[src/backplane_utility_pkg.sv]
// Constants, states and the state record of the backplane utility block.
// Assumes a single 125 MHz reference clock and a synchronous active-low reset.
package backplane_utility_pkg;

  ////////////////////////////////////////////////////////////////////////////
  // Clock rates and backplane clock synthesis
  localparam int unsigned REF_CLK_HZ       = 125_000_000;
  localparam int unsigned BACKPLANE_CLK_HZ = 16_000_000;
  localparam int unsigned NCO_W            = 32;
  localparam logic [NCO_W-1:0] NCO_INC =
    NCO_W'(((64'(BACKPLANE_CLK_HZ) << NCO_W) + 64'(REF_CLK_HZ / 2)) / 64'(REF_CLK_HZ));

  ////////////////////////////////////////////////////////////////////////////
  // Timing, counted in backplane clock ticks
  localparam int unsigned SHORT_TEST_MAX_MS = 2000;
  localparam int unsigned RESET_HOLD_MIN_MS = 200;
  localparam int unsigned TICKS_PER_MS      = BACKPLANE_CLK_HZ / 1000;
  localparam int unsigned SHORT_TEST_TICKS  = TICKS_PER_MS * SHORT_TEST_MAX_MS;
  localparam int unsigned RESET_HOLD_TICKS  = TICKS_PER_MS * RESET_HOLD_MIN_MS;
  localparam int unsigned TIMER_W           = 25;

  ////////////////////////////////////////////////////////////////////////////
  // Test modes as {test_select_high, test_select_low} line levels
  localparam logic [1:0] MODE_NO_TEST = 2'h3;
  localparam logic [1:0] MODE_DEBUG   = 2'h2;
  localparam logic [1:0] MODE_LONG    = 2'h1;
  localparam logic [1:0] MODE_SHORT   = 2'h0;

  ////////////////////////////////////////////////////////////////////////////
  // Synchroniser bit positions
  localparam int unsigned SYNC_W       = 5;
  localparam int unsigned SI_RESET     = 0;
  localparam int unsigned SI_TSEL_LOW  = 1;
  localparam int unsigned SI_TSEL_HIGH = 2;
  localparam int unsigned SI_MAINS     = 3;
  localparam int unsigned SI_FAIL      = 4;

  localparam logic LINE_LOW = 1'b0;

  typedef enum logic [2:0] {
    ST_RESET      = 3'b000,
    ST_SHORT_TEST = 3'b001,
    ST_LONG_TEST  = 3'b010,
    ST_DEBUG      = 3'b011,
    ST_OPERATE    = 3'b100,
    ST_FAILED     = 3'b101,
    ST_WAIT_WRITE = 3'b110
  } seq_state_t;

  typedef struct packed {
    logic [NCO_W-1:0]   nco;
    logic [SYNC_W-1:0]  sync1;
    logic [SYNC_W-1:0]  sync2;
    logic               rst_prev;
    logic               line_clk;
    logic               fail_seen;
    logic [1:0]         mode;
    seq_state_t         st;
    logic [TIMER_W-1:0] test_timer;
    logic               fail_release;
    logic               test_start;
    logic               test_failed;
    logic               operating;
    logic               debug;
    logic               rst_drive;
    logic               tsel_drive;
    logic [1:0]         req_mode;
    logic [TIMER_W-1:0] hold_timer;
  } util_state_t;

  localparam util_state_t UTIL_RESET_VALUE = '0;

endpackage

[src/backplane_reset_test_utility.sv]
// Backplane utility logic of one board: backplane clock, line clock,
// reset and test-select capture, self-test sequencing, failure line.
// Assumes all inputs are sampled on ref_clk; open-collector lines are
// resolved outside from the *_oe_n enables.
// Summary of operation
// - Backplane clock free-running, ungated, 16 MHz, about half duty.
// - Fixed delays are counted in backplane clock ticks.
// - No phase relation assumed between backplane clock and other bus timing.
// - Line clock edges follow mains zero crossings within 95 or 115 us.
// - Reset and test-select lines are only pulled low or released.
// - Failure line pulled low from power-up until operation: passed self test, HH capture or test register write.
// - Board without self test holds failure line until test register write.
// - Reset rising edge captures both test-select levels as test mode.
// - Modes: HH operate, HL debug, LH long test, LL short test <=2 s.
// - Failure line held low after any test failure until the next reset.
// - In operation a detected fault asserts the failure line again.
// - Reserved backplane lines are neither driven nor read.
`timescale 1ns/1ps

module backplane_reset_test_utility
  import backplane_utility_pkg::*;
#(
  parameter int unsigned SHORT_TEST_LIMIT = SHORT_TEST_TICKS,
  parameter int unsigned RESET_HOLD_LIMIT = RESET_HOLD_TICKS
) (
  input  wire logic       ref_clk,
  input  wire logic       nrst,
  output logic            backplane_clock,
  input  wire logic       mains_polarity,
  output logic            line_frequency_clock,
  input  wire logic       backplane_reset_line_in,
  output logic            backplane_reset_line_out,
  output logic            backplane_reset_line_oe_n,
  input  wire logic       test_select_low_in,
  output logic            test_select_low_out,
  output logic            test_select_low_oe_n,
  input  wire logic       test_select_high_in,
  output logic            test_select_high_out,
  output logic            test_select_high_oe_n,
  input  wire logic       board_failure_line_in,
  output logic            board_failure_line_out,
  output logic            board_failure_line_oe_n,
  input  wire logic       manual_reset_req,
  input  wire logic [1:0] requested_mode,
  input  wire logic       self_test_capable,
  input  wire logic       self_test_done,
  input  wire logic       self_test_pass,
  input  wire logic       test_register_write,
  input  wire logic       fault_detected,
  output logic            self_test_start,
  output logic [1:0]      self_test_mode,
  output logic            operating_program,
  output logic            debug_mode,
  output logic            test_failed,
  output logic            system_failure_seen
);

  localparam logic [TIMER_W-1:0] SHORT_LIM = TIMER_W'(SHORT_TEST_LIMIT);
  localparam logic [TIMER_W-1:0] HOLD_LIM  = TIMER_W'(RESET_HOLD_LIMIT);
  localparam logic [TIMER_W-1:0] TIMER_MAX = '1;

  ////////////////////////////////////////////////////////////////////////////
  // Start value; synchronisers and edge detector begin at the idle line level
  localparam util_state_t START_VALUE = '{
    nco:          '0,
    sync1:        5'h17,
    sync2:        5'h17,
    rst_prev:     1'h1,
    line_clk:     1'h0,
    fail_seen:    1'h0,
    mode:         2'h0,
    st:           ST_RESET,
    test_timer:   '0,
    fail_release: 1'h0,
    test_start:   1'h0,
    test_failed:  1'h0,
    operating:    1'h0,
    debug:        1'h0,
    rst_drive:    1'h0,
    tsel_drive:   1'h0,
    req_mode:     2'h3,
    hold_timer:   '0
  };

  util_state_t cur_ff;
  util_state_t nxt_ff;
  logic        tick;
  logic        rst_rise;

  ////////////////////////////////////////////////////////////////////////////
  // Mode decode at the reset rising edge
  function automatic seq_state_t mode_state(input logic [1:0] mode,
                                            input logic       capable);
    seq_state_t s;
    s = ST_OPERATE;
    if (!capable) begin
      s = ST_WAIT_WRITE;
    end else begin
      unique case (mode)
        MODE_NO_TEST: s = ST_OPERATE;
        MODE_DEBUG:   s = ST_DEBUG;
        MODE_LONG:    s = ST_LONG_TEST;
        MODE_SHORT:   s = ST_SHORT_TEST;
      endcase
    end
    return s;
  endfunction

  ////////////////////////////////////////////////////////////////////////////
  // Saturating step of a tick counter
  function automatic logic [TIMER_W-1:0] sat_inc(input logic [TIMER_W-1:0] v,
                                                 input logic               step);
    logic [TIMER_W-1:0] r;
    r = v;
    if (step && (v != TIMER_MAX)) begin
      r = v + 1'b1;
    end
    return r;
  endfunction

  ////////////////////////////////////////////////////////////////////////////
  // States with a running self test
  function automatic logic is_test_state(input seq_state_t s);
    return (s == ST_SHORT_TEST) || (s == ST_LONG_TEST);
  endfunction

  ////////////////////////////////////////////////////////////////////////////
  // Outcome of a finished self test
  function automatic seq_state_t verdict_state(input logic pass);
    seq_state_t s;
    s = ST_FAILED;
    if (pass) begin
      s = ST_OPERATE;
    end
    return s;
  endfunction

  ////////////////////////////////////////////////////////////////////////////
  // Next state
  always_comb begin
    nxt_ff = cur_ff;

    // Backplane clock from a phase accumulator, never stopped
    nxt_ff.nco = cur_ff.nco + NCO_INC;
    tick       = nxt_ff.nco[NCO_W-1] & ~cur_ff.nco[NCO_W-1];

    // Two-stage synchronisers; backplane inputs are asynchronous
    nxt_ff.sync1 = {board_failure_line_in, mains_polarity, test_select_high_in,
                    test_select_low_in, backplane_reset_line_in};
    nxt_ff.sync2 = cur_ff.sync1;

    // Edge detect and line mirrors, second stage only
    nxt_ff.rst_prev  = cur_ff.sync2[SI_RESET];
    nxt_ff.line_clk  = cur_ff.sync2[SI_MAINS];
    nxt_ff.fail_seen = ~cur_ff.sync2[SI_FAIL];
    rst_rise         = cur_ff.sync2[SI_RESET] & ~cur_ff.rst_prev;

    // Test timer in backplane ticks
    nxt_ff.test_start = 1'b0;
    nxt_ff.test_timer = sat_inc(cur_ff.test_timer, tick);

    // Self-test sequencer
    if (!cur_ff.sync2[SI_RESET]) begin
      nxt_ff.st = ST_RESET;
    end else if (rst_rise) begin
      nxt_ff.mode       = {cur_ff.sync2[SI_TSEL_HIGH], cur_ff.sync2[SI_TSEL_LOW]};
      nxt_ff.st         = mode_state(nxt_ff.mode, self_test_capable);
      nxt_ff.test_timer = '0;
      nxt_ff.test_start = is_test_state(nxt_ff.st);
    end else begin
      unique case (cur_ff.st)
        ST_SHORT_TEST: begin
          if (self_test_done) begin
            nxt_ff.st = verdict_state(self_test_pass);
          end else if (cur_ff.test_timer >= SHORT_LIM) begin
            nxt_ff.st = ST_FAILED;
          end
        end

        ST_LONG_TEST: begin
          if (self_test_done) begin
            nxt_ff.st = verdict_state(self_test_pass);
          end
        end

        ST_DEBUG: begin
          if (test_register_write) begin
            nxt_ff.st = ST_OPERATE;
          end
        end

        ST_WAIT_WRITE: begin
          if (test_register_write) begin
            nxt_ff.st = ST_OPERATE;
          end
        end

        ST_OPERATE: begin
          if (fault_detected) begin
            nxt_ff.st = ST_FAILED;
          end
        end

        ST_FAILED: begin
          nxt_ff.st = ST_FAILED;
        end

        ST_RESET: begin
          nxt_ff.st = ST_RESET;
        end

        default: begin
          nxt_ff.st = ST_FAILED;
        end
      endcase
    end

    // Failure line released only in operation, sticky fail until reset
    nxt_ff.fail_release = (nxt_ff.st == ST_OPERATE);
    nxt_ff.operating    = (nxt_ff.st == ST_OPERATE);
    nxt_ff.debug        = (nxt_ff.st == ST_DEBUG);
    nxt_ff.test_failed  = (nxt_ff.st == ST_FAILED);

    // Local reset driver with minimum hold and test-select setup
    if (!cur_ff.rst_drive) begin
      if (manual_reset_req) begin
        nxt_ff.rst_drive  = 1'b1;
        nxt_ff.tsel_drive = 1'b1;
        nxt_ff.req_mode   = requested_mode;
        nxt_ff.hold_timer = '0;
      end else if (cur_ff.tsel_drive && cur_ff.sync2[SI_RESET]) begin
        nxt_ff.tsel_drive = 1'b0;
        nxt_ff.req_mode   = 2'h3;
      end
    end else begin
      nxt_ff.hold_timer = sat_inc(cur_ff.hold_timer, tick);
      if (cur_ff.hold_timer > HOLD_LIM && !manual_reset_req) begin
        nxt_ff.rst_drive = 1'b0;
      end
    end
  end

  ////////////////////////////////////////////////////////////////////////////
  // State register
  always_ff @(posedge ref_clk) begin
    if (!nrst) begin
      cur_ff <= START_VALUE;
    end else begin
      cur_ff <= nxt_ff;
    end
  end

  ////////////////////////////////////////////////////////////////////////////
  // Clock outputs
  assign backplane_clock           = cur_ff.nco[NCO_W-1];
  assign line_frequency_clock      = cur_ff.line_clk;

  ////////////////////////////////////////////////////////////////////////////
  // Open-collector lines only pull low or float, reserved lines absent
  assign backplane_reset_line_out  = LINE_LOW;
  assign backplane_reset_line_oe_n = ~cur_ff.rst_drive;
  assign test_select_low_out       = LINE_LOW;
  assign test_select_low_oe_n      = cur_ff.req_mode[0];
  assign test_select_high_out      = LINE_LOW;
  assign test_select_high_oe_n     = cur_ff.req_mode[1];
  assign board_failure_line_out    = LINE_LOW;
  assign board_failure_line_oe_n   = cur_ff.fail_release;

  ////////////////////////////////////////////////////////////////////////////
  // Status outputs
  assign self_test_start           = cur_ff.test_start;
  assign self_test_mode            = cur_ff.mode;
  assign operating_program         = cur_ff.operating;
  assign debug_mode                = cur_ff.debug;
  assign test_failed               = cur_ff.test_failed;
  assign system_failure_seen       = cur_ff.fail_seen;

endmodule // backplane_reset_test_utility

[config.mk]
export PLATFORM = sky130hd
export DESIGN_NAME = backplane_reset_test_utility
export DESIGN_NICKNAME = d
export VERILOG_FILES = /design/src/backplane_utility_pkg.sv /design/src/backplane_reset_test_utility.sv
export SDC_FILE = /design/constraint.sdc
export NUM_CORES = 1
export LEC_CHECK = 0
export CAP_MARGIN = 30
export CORE_MARGIN = 2
export CORE_UTILIZATION = 40
export DETAILED_ROUTE_END_ITERATION = 6
export DONT_BUFFER_PORTS = 1
export GPL_TIMING_DRIVEN = 0
export SYNTH_ARGS = -nofsm -noshare
export SYNTH_HDL_FRONTEND = slang
export SYNTH_SLANG_ARGS = --single-unit
[constraint.sdc]
create_clock -name ref_clk -period 2.75 [get_ports ref_clk]
set_input_delay 0.825 -clock ref_clk [delete_from_list [all_inputs] [get_ports ref_clk]]
set_output_delay 0.825 -clock ref_clk [all_outputs]
set_load 0.03 [all_outputs]
Yosys cells after proc, flatten, opt, wreduce, memory -nomap -nowiden

Index checks and enable logic that the tools add are counted.
Widths: inputs -> output; s select.

Register bits after elaboration: 108
Bits of input ports: 15
Output and inout bits: 17

$add $sub $neg: 3
Order comparisons: 2
Eq/ne operators: 16
Muxes and demuxes: 24
Bitwise operators: 6
Reduce and logical (&&, ||, !) cells: 15

Operator list:

| kind                   | number |
|---|---|
| $mux 25                | 6 |
| $add 25x1->25 const B  | 2 |
| $ne 25x25->1 const B   | 2 |
| $mux 3                 | 12 |
| $add 32x30->32 const B | 1 |
| $ge 25x25->1 const B   | 1 |
| $gt 25x22->1 const B   | 1 |
| $pmux 3 s5             | 1 |
| $eq 3x2->1 const B     | 4 |
| $eq 3x3->1 const B     | 4 |
| $pmux 3 s4             | 1 |
| $eq 3x1->1 const B     | 2 |
| $reduce_and 2->1       | 3 |
| $eq 2x2->1 const B     | 2 |
| $logic_and 1x1->1      | 4 |
| $mux 1                 | 4 |
| $not 1->1              | 4 |
| $reduce_bool 2->1      | 2 |
| $logic_not 3->1        | 1 |
| $reduce_and 3->1       | 1 |
| $and 1x1->1            | 2 |
| $eq 2x1->1 const B     | 1 |
| $logic_not 2->1        | 1 |
| $ne 2x1->1 const B     | 1 |
| other kinds (3)        | 3 |

Longest topological paths before layout

Depth in word-level cells: 8
Depth in mapped cells: 14

Worst setup path before layout

No wires, ideal clock.

Kind: reg-to-reg
Start: reg cur_ff[78] (netlist bit)
End: reg cur_ff[11] (netlist bit)
Library setup time: 0.072 ns
Data arrival time: 2.830 ns
Data required time: 2.678 ns
Path slack: -0.152 ns
Stages on the path, launching flop included: 14
Cells stage by stage: dfxtp_1 -> inv_1 -> ha_1 -> nand4b_1 -> a31oi_1 -> o211ai_1 -> a21oi_1 -> o21a_1 -> ha_1 -> nand2_1 -> a31o_1 -> buf_6 -> or4_1 -> a21oi_1

Longest elaborated chain between the ends: 5

RTL lines:

| element                    | RTL line                            | source |
|---|---|---|
| from (decl)                | backplane_reset_test_utility.sv:85  | `util_state_t cur_ff;` |
| from (signal assigned)     | backplane_reset_test_utility.sv:249 | `cur_ff <= nxt_ff;` |
| $add 32x30->32             | backplane_reset_test_utility.sv:144 | `nxt_ff.nco = cur_ff.nco + NCO_INC;` |
| $and 1x1->1                | backplane_reset_test_utility.sv:145 | `tick = nxt_ff.nco[NCO_W-1] & ~cur_ff.nco[NCO_W-1];` |
| $logic_and 1x1->1          | backplane_reset_test_utility.sv:115 | `if (step && (v != TIMER_MAX)) begin` |
| $ne 2x1->1 (no line)       | -                                   |  |
| $reduce_and 2->1 (no line) | -                                   |  |

No other way between the ends.
A chain may end at the register's enable or synchronous reset.

Final worst setup path

Ends and elaborated chain as after synthesis.

==> metrics.md <==
| Metric | Value |
|---|---|
| Status | `finished with violations` |
| Failing checks | `negative setup slack` |
| XOR/XNOR Fraction of Synth Area | `0.0519` |
| Kind of critical path | `flip-flop to flip-flop` |
| Ys Warns | `0` |
| CTS root buffer | `clkbuf_16` |
| Mux contribution to synthesized area | `0.0211` |
| # setup viols final | `4` |
| DRT Wirelength | `12400 um` |
| Worst path top cell family by delay | `compound AO/OA/AOI/OAI gates` |
| Critical Path Most Common Cell | `ha_4` |
| Port Buffers | `0` |
| Largest family of logic cells by synthesized area | `simple AND/OR/NAND/NOR gates` |
| Worst Path Arrival | `3.06 ns` |
| Ant diodes | `0` |
| Synth Area in Compound Gates | `0.177` |
| DRC | `0` |
| Final worst slack | `-0.0297 ns` |
| Routed len/inst | `14.9 um` |
| Total CTS buffers | `9` |
| Hold/Removal Path Class | `flip-flop to flip-flop` |
| Reg area | `2150 um^2` |
| Final core utilization | `0.485` |
| DR vias/cell | `5.49` |
| CP max stage delay | `0.46 ns` |
| RSZ-0062 raised after global routing | `yes` |
| Cell Count, Final, Fillers Out | `831` |
| First DRT Iteration DRCs | `349` |
| Fin crit period | `2.78 ns` |
| Commonest non-fill, non-tap cells in the layout | `dfxtp_1 (102), nor2_1 (58), nand2_1 (53)` |
| Commonest non-fill, non-tap cell in the layout | `dfxtp_1` |
| Worst hold path cell count | `1` |
| CTS Hold Bufs | `0` |
| Post-Synthesis Cells | `618` |
| Worst R2R Path Depth | `13` |
| Core Region | `12700 um^2` |
| Post-DP HPWL | `8460 um` |
| Worst-path clk slew | `0.07 ns` |
| Total of max-cap violations | `0` |
| Layout cells sized above 1 | `0.144` |
| Startpoint types | `flip-flop` |
| Number of synthesized flops with an enable pin | `0` |
| Area grow syn2layout | `17.5%` |
| CP endpoint | `cur_ff[11]` |
| Post-route setup TNS | `-0.0790 ns` |
| Critical path depth in cells | `13` |
| Pwr Density | `575 nW/um^2` |
| Post-Syn Area | `5230 um^2` |
| H-Tree Depth | `3` |
| Leak Pwr | `2.29 nW` |
| DR vias | `4563` |
| Max Fanout on Critical Path | `5` |
| Main synth FF type | `dfxtp_1` |
| GRT overflow | `0` |
| Largest net degree at the start of global routing | `19` |
| Critical path's slowest cell | `or4_1` |
| Detailed Routing Iterations Pass 1 | `5` |
| Worst slew pin tran | `0.579 ns` |
| Async set-reset flop share out of synthesis | `0` |
| Setup WS pre-CTS | `-0.428 ns` |
| Gr usage total | `0.175` |
| Synth Area in Simple Gates | `0.270` |
| Max clock buf depth | `2` |
| First-pass GRT wire length | `20200 um` |
| Slew Viols, Final | `0` |
| Rows | `41` |
| FMAX | `360 MHz` |
| Avg Inst Size Synth | `8.46 um^2` |
| Clock Skew | `0.0110 ns` |
| CTS tree | `yes` |
| Die Width | `118 um` |
| Post-synthesis sequential area ratio | `0.410` |
| FF-to-FF Start | `cur_ff[78]` |
| Die area | `14000 um^2` |
| Worst slew margin | `0.614` |
| Peak VDD IR | `311 uV` |
| Setup crit end kind | `flip-flop` |
| Placed Cells incl. Taps | `793` |
| R2r setup slk | `-0.03 ns` |
| FF-to-FF End | `cur_ff[11]` |
| Final net count | `678` |
| Filler cells | `1204` |
| CP Buf/Inv Count | `2` |
| CP cell instances | `inv_2 -> ha_4 -> nand4b_1 -> a31oi_4 -> o211ai_1 -> a21oi_2 -> o21a_1 -> ha_4 -> nand2_4 -> a31o_1 -> buf_6 -> or4_1 -> a21oi_1` |
| Crit share post-route | `1.01` |
| Critical Path Start | `cur_ff[78]` |
| Routability-driven placement congestion ratio | `0.844` |
| Initial Util | `0.413` |
| Final Hold Vio Count | `0` |
| Die height | `118 um` |
| Area of the multi-input gates | `3040 um^2` |
| Vias in the first global route | `4278` |
| Initial antenna violation count | `0` |
| I/O Pins | `32` |
| Synth Area in Adders | `0.0215` |
| Synthesis-stage register bit count | `107` |
| Routed Antenna Nets | `0` |
| Unique cell type count in the Yosys netlist | `65` |
| Worst skew pair latency | `0.36 ns` |
| Sink Count | `107` |
| Min Hold Slack | `0.384 ns` |
| Worst EP required | `3.03 ns` |
flip-flops by register name, summed over array words and instances (netlist names):
name and cells:
test_failed 1, debug_mode 1, system_failure_seen 1, cur_ff 96, line_frequency_clock 1, self_test_mode 2, backplane_clock 1, test_select_high_oe_n 1
operating_program 1, self_test_start 1, test_select_low_oe_n 1
Yosys cell counts, drive strengths merged, types with 6 or more instances:
cell type | count | area (um^2)
dfxtp | 107 | 2140
nor2 | 58 | 218
nand2 | 55 | 209
a21oi | 34 | 170
o21ai | 28 | 140
inv | 24 | 90.1
xor2 | 22 | 193
nand2b | 21 | 131
clkbuf | 19 | 71.3
nand3 | 19 | 95.1
nor3 | 17 | 85.1
and2 | 16 | 100
nand4 | 16 | 115
o211ai | 16 | 120
buf | 12 | 88.8
mux2i | 11 | 110
or3 | 11 | 68.8
or4 | 11 | 82.6
and3 | 10 | 62.6
and4 | 10 | 91.3
ha | 9 | 113
xnor2 | 9 | 78.8
a31oi | 7 | 43.8
nor4 | 6 | 43.8
o2111ai | 6 | 52.6
o311ai | 6 | 52.6
repair_timing:
| item | CTS | global route |
|---|---|---|
| buffers inserted | 16 | 8 |
| gates cloned | 1 | 0 |
| resized for setup | 18 | 32 |
| endpoints found under the setup margin | 46 | 44 |
| pin swaps | 6 | 19 |
power by group:
| group | leakage, nW | total (mW) | internal (mW) | switching (mW) |
|---|---|---|---|---|
| Combinational | 1.28 | 0.460 | 0.201 | 0.259 |
| Sequential | 0.874 | 1.77 | 1.65 | 0.121 |
| Clock | 0.134 | 1.31 | 0.710 | 0.599 |
| Total | 2.29 | 3.54 | 2.56 | 0.979 |
metrics by stage:
step                cell area [um^2]  power (mW)
finish                          6150        3.54
global route                    6150        3.71
CTS                             5980        3.54
detailed placement              5480        2.20
global placement                5480        2.18
floorplan                       5270        2.10
per-layer routing:
| metal | track usage | part of all wire | wire, um | vias to the layer above |
|---|---|---|---|---|
| li1 | - | - | - | 2298 |
| met2 | 0.300 | 0.50 | 6160 | 74 |
| met4 | 0.0459 | 0.012 | 147 | 0 |
| met3 | 0.0449 | 0.031 | 387 | 13 |
| met5 | 0 | 0 | 0 | - |
| met1 | 0.218 | 0.46 | 5720 | 2178 |
how the worst min path moves through the flow:
stage,startpoint,endpoint,slack (ns)
2_1_floorplan,cur_ff[71],system_failure_seen,0.37
3_3_place_gp,cur_ff[71],system_failure_seen,0.37
3_5_place_dp,cur_ff[71],system_failure_seen,0.38
4_1_cts,cur_ff[71],system_failure_seen,0.39
5_1_grt,cur_ff[71],system_failure_seen,0.40
6_report,cur_ff[71],system_failure_seen,0.38
area by class of cell:
type                    instances  area share
plain buffers                  29      0.0250
clock buffers                   9      0.0366
clock inverters                 7      0.0126
inverters                      24      0.0147
multi-input cells             459       0.495
flip-flops and latches        107       0.350
well taps                     172      0.0350
repair buffers                 24      0.0313
logic make-up (layout without fill, tap and decap cells):
kind of cell / Yosys count / after routing
xor gates and xnor gates: 31 / 31
other: 1 / 4
DFF: 107 / 107
muxes: 11 / 11
and+or+nand+nor: 265 / 265
buffers and inverters: 55 / 93
adders and majority gates: 9 / 9
AOI/OAI and AO/OA: 139 / 139
worst register-to-register path, delay by kind of cell, from the launching register on:
family                   cells  cell delay, ns
AND/OR/NAND/NOR              3            0.73
AO/OA/AOI/OAI                6            1.10
buffers and inverters        2            0.18
flip-flops                   1            0.34
adder cells (fa/ha/maj)      2            0.35
No activity file was read; power rests on OpenSTA's default activity.
